<file path="config.mk">
export PLATFORM = sky130hd
export DESIGN_NAME = pdhp_host_port
export DESIGN_NICKNAME = d
export VERILOG_FILES = /design/src/logic/pdhp_pkg.sv /design/src/logic/pdhp_host_port.sv
export SDC_FILE = /design/constraint.sdc
export NUM_CORES = 1
export LEC_CHECK = 0
export CAP_MARGIN = 20
export CORE_MARGIN = 2
export CORE_UTILIZATION = 55
export DETAILED_ROUTE_END_ITERATION = 10
export DONT_BUFFER_PORTS = 1
export GPL_ROUTABILITY_DRIVEN = 0
export GPL_TIMING_DRIVEN = 1
export HOLD_SLACK_MARGIN = 0.02
export PLACE_DENSITY = 0.7
export SYNTH_ARGS = -nofsm -noshare
export SYNTH_HDL_FRONTEND = slang
export SYNTH_SLANG_ARGS = --single-unit
</file>
<file path="constraint.sdc">
create_clock -name clock -period 1.4 [get_ports clock]
set_input_delay 0.28 -clock clock [delete_from_list [all_inputs] [get_ports clock]]
set_output_delay 0.28 -clock clock [all_outputs]
set_load 0.02 [all_outputs]
</file>
<file path="src/logic/pdhp_pkg.sv">
// Package for the palette DAC host port: select codes, widths, structs
package pdhp_pkg;
  localparam int PDHP_DATA_W = 8;
  localparam int PDHP_SEL_W = 3;
  localparam int PDHP_NARROW_W = 6;
  localparam int PDHP_SYNC_STAGES = 2;
  localparam logic [7:0] PDHP_NARROW_MASK = 8'h3F;
  localparam logic [7:0] PDHP_DATA_RST = 8'h00;
  localparam logic [2:0] PDHP_SEL_RST = 3'h0;
  // Select codes: colour accesses are palette data and overlay data
  localparam logic [2:0] PDHP_SEL_PAL_DATA = 3'h1;
  localparam logic [2:0] PDHP_SEL_OVL_DATA = 3'h5;

  // Raw host pins
  typedef struct packed {
    logic rd_n;
    logic wr_n;
    logic [2:0] register_select_code;
    logic [7:0] host_data_bus;
  } pdhp_pins_t;

  // Write event delivered to the core
  typedef struct packed {
    logic valid;
    logic [2:0] sel;
    logic [7:0] data;
  } pdhp_wr_t;

  // Read request delivered to the core
  typedef struct packed {
    logic valid;
    logic [2:0] sel;
  } pdhp_rd_t;
endpackage

</file>
<file path="src/logic/pdhp_host_port.sv">
// Strobe-driven host port of a palette DAC, sampled on the system clock
`timescale 1ns/10ps
// Behaviour
// - Write data taken at write strobe rising
// - Write select taken at write strobe falling
// - Drive data only while read strobe low
// - Read select taken at read strobe falling
// - Select code chooses the access kind
module pdhp_host_port #(
  // Host bus widths; the carriers in the package fix them
  parameter int DATA_W = pdhp_pkg::PDHP_DATA_W,
  parameter int SEL_W = pdhp_pkg::PDHP_SEL_W,
  parameter int COLOUR_W = pdhp_pkg::PDHP_NARROW_W
) (
  // Clock and reset
  input wire logic clock,
  input wire logic rst,
  // Host pins
  input wire pdhp_pkg::pdhp_pins_t pins,
  input wire logic width_sel_8,
  output logic [7:0] host_data_bus_o,
  output logic host_data_oe_n,
  // Core side
  output pdhp_pkg::pdhp_wr_t wr_evt,
  output pdhp_pkg::pdhp_rd_t rd_req,
  input wire logic [7:0] rd_data
);
  import pdhp_pkg::*;

  // The carriers in the package fix every width, so refuse any other value
  if (DATA_W != PDHP_DATA_W || SEL_W != PDHP_SEL_W ||
      COLOUR_W != PDHP_NARROW_W) begin : g_bad_width
    $error("pdhp_host_port: widths must match the package carriers");
  end

  // Latency: every pin passes two flip-flops and one output register, so an
  // event surfaces three clocks after the pin moves. Hosts must hold each
  // strobe level, and the select around the asserting edge, for at least
  // one clock, or the edge is missed. The bus enable also trails the
  // read strobe by three clocks after release; the host must allow for it.
  //
  // Write walk: strobe low at c0, select held at c3, strobe high at cN,
  // one-clock event with select and data at cN+3.
  // Read walk: strobe low at c0, request and bus enable at c3, read data
  // on the bus from c4, enable dropped three clocks after the strobe rises.

  // Synchroniser stages for all host pins
  pdhp_pins_t sync1_q, sync1_d; // First stage, may be metastable
  pdhp_pins_t sync2_q, sync2_d; // Second stage, safe to read
  logic wide1_q, wide1_d; // Width pin, first stage
  logic wide2_q, wide2_d; // Width pin, second stage
  // Previous strobe levels for edge detection
  logic rd_n_prev_q, rd_n_prev_d; // Read strobe one clock ago
  logic wr_n_prev_q, wr_n_prev_d; // Write strobe one clock ago
  // Write capture state
  logic [2:0] wr_sel_q, wr_sel_d; // Select taken at write start
  pdhp_wr_t wr_q, wr_d; // Write event towards the core
  // Read capture state
  pdhp_rd_t rd_q, rd_d; // Read request towards the core
  logic [2:0] rd_sel_now; // Select of the read under way
  // Bus drive state
  logic [7:0] dout_q, dout_d; // Data driven onto the host bus
  logic oe_n_q, oe_n_d; // Bus enable, low while driving
  // Decoded strobe edges and qualifiers
  logic wr_fall; // Write strobe just asserted
  logic wr_rise; // Write strobe just released
  logic rd_fall; // Read strobe just asserted
  logic rd_active; // Read strobe low, write strobe high
  logic wr_colour; // Write targets a colour register
  logic rd_colour; // Read targets a colour register

  // Synchroniser next values
  always_comb begin
    sync1_d = pins;
    sync2_d = sync1_q; // Only the second stage reads the first
    wide1_d = width_sel_8;
    wide2_d = wide1_q;
  end

  // Synchroniser registers
  always_ff @(posedge clock) begin
    if (rst) begin
      // Strobes idle high so no false edge follows reset
      sync1_q <= '{rd_n: 1'b1, wr_n: 1'b1, register_select_code: PDHP_SEL_RST,
                   host_data_bus: PDHP_DATA_RST};
      sync2_q <= '{rd_n: 1'b1, wr_n: 1'b1, register_select_code: PDHP_SEL_RST,
                   host_data_bus: PDHP_DATA_RST};
      wide1_q <= 1'b1;
      wide2_q <= 1'b1;
    end else begin
      // Advance the pin samples
      sync1_q <= sync1_d;
      sync2_q <= sync2_d;
      wide1_q <= wide1_d;
      wide2_q <= wide2_d;
    end
  end

  // Strobe history next values
  always_comb begin
    rd_n_prev_d = sync2_q.rd_n;
    wr_n_prev_d = sync2_q.wr_n;
  end

  // Strobe history registers
  always_ff @(posedge clock) begin
    if (rst) begin
      // Idle high, matching the released strobes
      rd_n_prev_q <= 1'b1;
      wr_n_prev_q <= 1'b1;
    end else begin
      // Remember last synchronised levels
      rd_n_prev_q <= rd_n_prev_d;
      wr_n_prev_q <= wr_n_prev_d;
    end
  end

  // Strobe edges and colour decode on synchronised levels
  always_comb begin
    wr_fall = wr_n_prev_q && !sync2_q.wr_n;
    wr_rise = !wr_n_prev_q && sync2_q.wr_n;
    rd_fall = rd_n_prev_q && !sync2_q.rd_n;
    // Overlapped strobes give no access
    rd_active = !sync2_q.rd_n && sync2_q.wr_n;
    // Fresh select on the read's first clock, else the held one
    rd_sel_now = rd_q.sel;
    if (rd_fall) begin
      rd_sel_now = sync2_q.register_select_code;
    end
    wr_colour = (wr_sel_q == PDHP_SEL_PAL_DATA) || (wr_sel_q == PDHP_SEL_OVL_DATA);
    rd_colour = (rd_sel_now == PDHP_SEL_PAL_DATA) || (rd_sel_now == PDHP_SEL_OVL_DATA);
  end

  // Write capture next values
  always_comb begin
    wr_sel_d = wr_sel_q;
    wr_d = '{valid: 1'b0, sel: wr_q.sel, data: wr_q.data};
    // Select caught at write start
    if (wr_fall) begin
      wr_sel_d = sync2_q.register_select_code;
    end
    // Data caught at write end; a low read strobe refuses it
    if (wr_rise && sync2_q.rd_n) begin
      wr_d.valid = 1'b1;
      wr_d.sel = wr_sel_q;
      wr_d.data = sync2_q.host_data_bus;
      // Narrow colour writes drop upper bits
      if (!wide2_q && wr_colour) begin
        wr_d.data = sync2_q.host_data_bus & PDHP_NARROW_MASK;
      end
    end
  end

  // Write capture registers
  always_ff @(posedge clock) begin
    if (rst) begin
      // No write pending
      wr_sel_q <= PDHP_SEL_RST;
      wr_q <= '{valid: 1'b0, sel: PDHP_SEL_RST, data: PDHP_DATA_RST};
    end else begin
      wr_sel_q <= wr_sel_d;
      wr_q <= wr_d;
    end
  end

  // Read capture next values
  always_comb begin
    rd_d = '{valid: 1'b0, sel: rd_q.sel};
    // Select caught at read start, request raised once
    if (rd_fall && sync2_q.wr_n) begin
      rd_d.valid = 1'b1;
      rd_d.sel = sync2_q.register_select_code;
    end
  end

  // Read capture registers
  always_ff @(posedge clock) begin
    if (rst) begin
      // No read pending
      rd_q <= '{valid: 1'b0, sel: PDHP_SEL_RST};
    end else begin
      rd_q <= rd_d;
    end
  end

  // Bus drive next values
  always_comb begin
    dout_d = dout_q;
    oe_n_d = 1'b1;
    // Drive bus only while read strobe low
    if (rd_active) begin
      oe_n_d = 1'b0;
      dout_d = rd_data;
      // Narrow colour reads return zero in upper bits, first clock too
      if (!wide2_q && rd_colour) begin
        dout_d = rd_data & PDHP_NARROW_MASK;
      end
    end
  end

  // Bus drive registers
  always_ff @(posedge clock) begin
    if (rst) begin
      // Bus released, data cleared
      dout_q <= PDHP_DATA_RST;
      oe_n_q <= 1'b1;
    end else begin
      dout_q <= dout_d;
      oe_n_q <= oe_n_d;
    end
  end

  // Outputs straight from flip-flops
  assign host_data_bus_o = dout_q;
  assign host_data_oe_n = oe_n_q;
  assign wr_evt = wr_q;
  assign rd_req = rd_q;
endmodule

</file>
==> flow_metrics.py <==
metrics = {
    "layout": {
        "ff_latch_area_um2": 1160,
        "final_cell_mix": "sky130_fd_sc_hd__dfxtp_1, sky130_fd_sc_hd__nand2_1, sky130_fd_sc_hd__nor2b_1",
        "finish.utilization": 0.677,
        "antenna-diode-count": 0,
        "syn_to_final_growth_pct": 18.8,
        "multi_input_combinational_cell_area_um2": 672,
        "fillers": 274,
        "final_cell_count_without_fillers": 258,
        "layout.cells.most_common": "sky130_fd_sc_hd__dfxtp_1",
        "drive_gt1_frac": 0.132,
        "final_net_count": 232,
    },
    "synthesis": {
        "synth-warning-count": 0,
        "postSynthRegisterBits": 58,
        "yosysUniqueCellTypes": 25,
        "post_synth_instance_area_um2": 1900,
        "synth_sequential_area_ratio": 0.611,
        "post_synth_inst_count": 186,
        "syn_avg_cell_area_um2": 10.2,
        "postSynthNetCount": 210,
    },
    "setup_path": {
        "crit_end": "host_data_bus_o[7]$_SDFFE_PP0P_",
        "worstSetupEndpointType": "flop",
        "worstPathRequired_ns": 1.68,
        "startpoint": "rd_n_prev_d$_SDFF_PP1_",
        "worst-path-max-fanout": 10,
        "rr_endpoint": "host_data_bus_o[7]$_SDFFE_PP0P_",
        "critical_path_arrival_ns": 1.50,
        "regToRegSetupSlack_ns": 0.18,
        "rr_worst_depth": 3,
        "crit_type": "reg -> reg",
        "worstSetupStartpointType": "flop",
        "r2r-start": "rd_n_prev_d$_SDFF_PP1_",
    },
    "hold_path": {
        "hold_path_class": "in -> reg",
    },
    "global_routing": {
        "number_of_antenna_violations_at_the_first_check_in_global_routing": 0,
        "first_global_vias": 1306,
        "global_route.overflow_total": 0,
        "grt_max_degree": 55,
        "global_route.usage.total": 0.200,
        "grt_first_pass_wirelength_um": 5830,
    },
    "clocking": {
        "max-clock-path-buffers": 2,
        "post_cts.repair.setup_buffers": 0,
        "path_clk_slew_ns": 0.08,
        "cts_root_buf": "sky130_fd_sc_hd__clkbuf_4",
        "clock_tree_from_tritoncts": "built",
        "cts_repair_resized_insts": 0,
        "cts_inserted_buffers": 9,
        "worst_skew_pair.late_latency_ns": 0.39,
        "tritoncts_num_sinks": 58,
        "cts-htree-levels": 3,
    },
    "detailed_routing": {
        "route.antenna.remaining_nets": 0,
        "drt_pass1_iterations": 4,
        "vias": 1287,
        "initial_drc_count": 85,
        "route.layer.met1.wl_um": 1550,
        "number_of_drc_violations_after_detailed_routing": 0,
        "met3_length_um": 194,
        "wire_per_inst_um": 13.5,
        "drt-vias-per-instance": 4.99,
        "met2RoutedLength_um": 1610,
        "maxUsedRoutingLayer": "met4",
        "routed_wirelength_um": 3480,
    },
    "timing": {
        "slew_violations": 0,
        "maxClockFrequency_mhz": 823,
        "hold_viol_final": 0,
        "final.min_clock_period_ns": 1.22,
        "timing.slew.headroom": 0.703,
        "tns_ns": 0,
        "timing.final.setup_violations": 0,
        "fin_skew_ns": 0.0101,
        "rsz0062_at_grt": "false",
        "final.period_utilization": 0.868,
        "whs_ns": 0.0355,
        "max_slew.worst_pin.slew_ns": 0.444,
    },
    "floorplanning": {
        "fp.dieArea_um2": 3940,
        "placeable_core_region_um2": 3340,
        "num_io_pins": 49,
        "die_w_um": 62.8,
        "die_h_um": 62.8,
        "starting_density": 0.570,
        "rows": 21,
    },
    "placed_design": {
        "post-dp-hpwl_um": 2080,
        "place_inst": 222,
        "io_buffer_count": 0,
    },
    "power_and_ir_drop": {
        "vdd_ir_drop_max_mv": 0.857,
        "fin_total_pwr_mw": 3.15,
        "power.density_nw_per_um2": 1390,
        "leakage_nw": 0.852,
    },
    "job": {
        "maxCapViolations": 0,
    },
    "run_status": {
        "outcome": "finished clean",
    },
}
-- worst min-delay path by stage --
| stage | cells after the start | endpoint | start | slack [ns] |
|---|---|---|---|---|
| 2_1_floorplan | 1 | sync1_q[11]$_SDFF_PP1_ | pins[11] | 0.38 |
| 3_3_place_gp | 1 | wr_evt[7]$_SDFFE_PP0P_ | rst | 0.35 |
| 3_5_place_dp | 1 | wr_evt[7]$_SDFFE_PP0P_ | rst | 0.35 |
| 4_1_cts | 2 | host_data_bus_o[4]$_SDFFE_PP0P_ | rd_data[4] | 0.03 |
| 5_1_grt | 2 | host_data_bus_o[4]$_SDFFE_PP0P_ | rd_data[4] | 0.02 |
| 6_report | 2 | host_data_bus_o[4]$_SDFFE_PP0P_ | rd_data[4] | 0.04 |
-- per-stage QoR --
| stage | cell area [um^2] | setup slack (ns) |
|---|---|---|
| 2_1_floorplan | 1900 | 0.354 |
| 3_3_place_gp | 1890 | 0.260 |
| 6_report | 2260 | 0.185 |
| 5_1_grt | 2260 | 0.0896 |
| 4_1_cts | 2260 | 0.203 |
| 3_5_place_dp | 1890 | 0.217 |
-- area by class of cell --
type,count,area share
Sequential cell,58,0.514
Multi-Input combinational cell,117,0.298
Timing Repair Buffer,21,0.0975
Clock buffer,12,0.0349
Clock inverter,3,0.0288
Tap cell,46,0.0255
Inverter,1,0.00166
-- worst max-delay path: stages, from the launching register on --
cell	delay (ns)
sky130_fd_sc_hd__dfxtp_1	0.44
sky130_fd_sc_hd__nand2b_1	0.39
sky130_fd_sc_hd__nand3b_1	0.16
sky130_fd_sc_hd__o311ai_2	0.12
-- kinds of logic (layout without fill, tap and decap cells) --
logic type	after synthesis	after routing	synth area share
DFF	58	58	0.611
muxes	5	5	0.0263
buffers and inverters	11	37	0.0362
AOI/OAI and AO/OA	22	22	0.0750
and+or+nand+nor	90	90	0.252
-- power breakdown --
part	internal [mW]	total, mW	switching (mW)	leakage [nW]
clock	0.716	1.26	0.543	0.0771
sequential	1.70	1.74	0.0410	0.475
combinational	0.0849	0.148	0.0632	0.300
-- metal layers --
metal / GRT usage / vias up
li1: - / 650
met1: 0.213 / 580
met2: 0.317 / 45
met3: 0.0847 / 12
met4: 0.142 / 0
met5: 0 / -
-- what timing repair did --
item / CTS / global route
endpoints found under the setup margin: 0 / 0
hold buffers: 21 / 0
hold endpoints to repair: 55 / 0
-- registers in the layout, summed over array words and instances (netlist names) --
register / count
host_data_oe_n: 1
rd_n_prev_q: 1
wr_n_prev_d: 1
wide1_q: 1
wr_evt: 12
rd_n_prev_d: 1
wr_sel_q: 3
rd_req: 4
sync2_q: 11
wr_n_prev_q: 1
wide2_q: 1
sync1_q: 13
host_data_bus_o: 8
-- synthesized netlist by cell type --
library cell	count	share of area
sky130_fd_sc_hd__dfxtp_1	58	0.61
sky130_fd_sc_hd__nand2_1	35	0.069
sky130_fd_sc_hd__nor2b_1	25	0.082
sky130_fd_sc_hd__a21oi_1	17	0.045
sky130_fd_sc_hd__or2_2	8	0.026
sky130_fd_sc_hd__nor2_1	7	0.014
sky130_fd_sc_hd__mux2i_1	5	0.026
sky130_fd_sc_hd__buf_2	4	0.011
sky130_fd_sc_hd__nand3b_1	4	0.016
sky130_fd_sc_hd__buf_6	3	0.018
sky130_fd_sc_hd__clkbuf_1	3	0.0059
sky130_fd_sc_hd__nand2b_1	3	0.0099
sky130_fd_sc_hd__nand3_1	2	0.0053
sky130_fd_sc_hd__a21oi_2	1	0.0046
sky130_fd_sc_hd__and2b_1	1	0.0039
sky130_fd_sc_hd__and2b_2	1	0.0046
sky130_fd_sc_hd__and3b_2	1	0.0053
sky130_fd_sc_hd__inv_1	1	0.0020
sky130_fd_sc_hd__nand3_2	1	0.0053
sky130_fd_sc_hd__nand4bb_1	1	0.0059
sky130_fd_sc_hd__o2111ai_1	1	0.0046
sky130_fd_sc_hd__o2111ai_2	1	0.0079
sky130_fd_sc_hd__o311ai_1	1	0.0046
sky130_fd_sc_hd__o311ai_2	1	0.0086
sky130_fd_sc_hd__or3b_2	1	0.0046
Power figures use the tool's default switching activity.
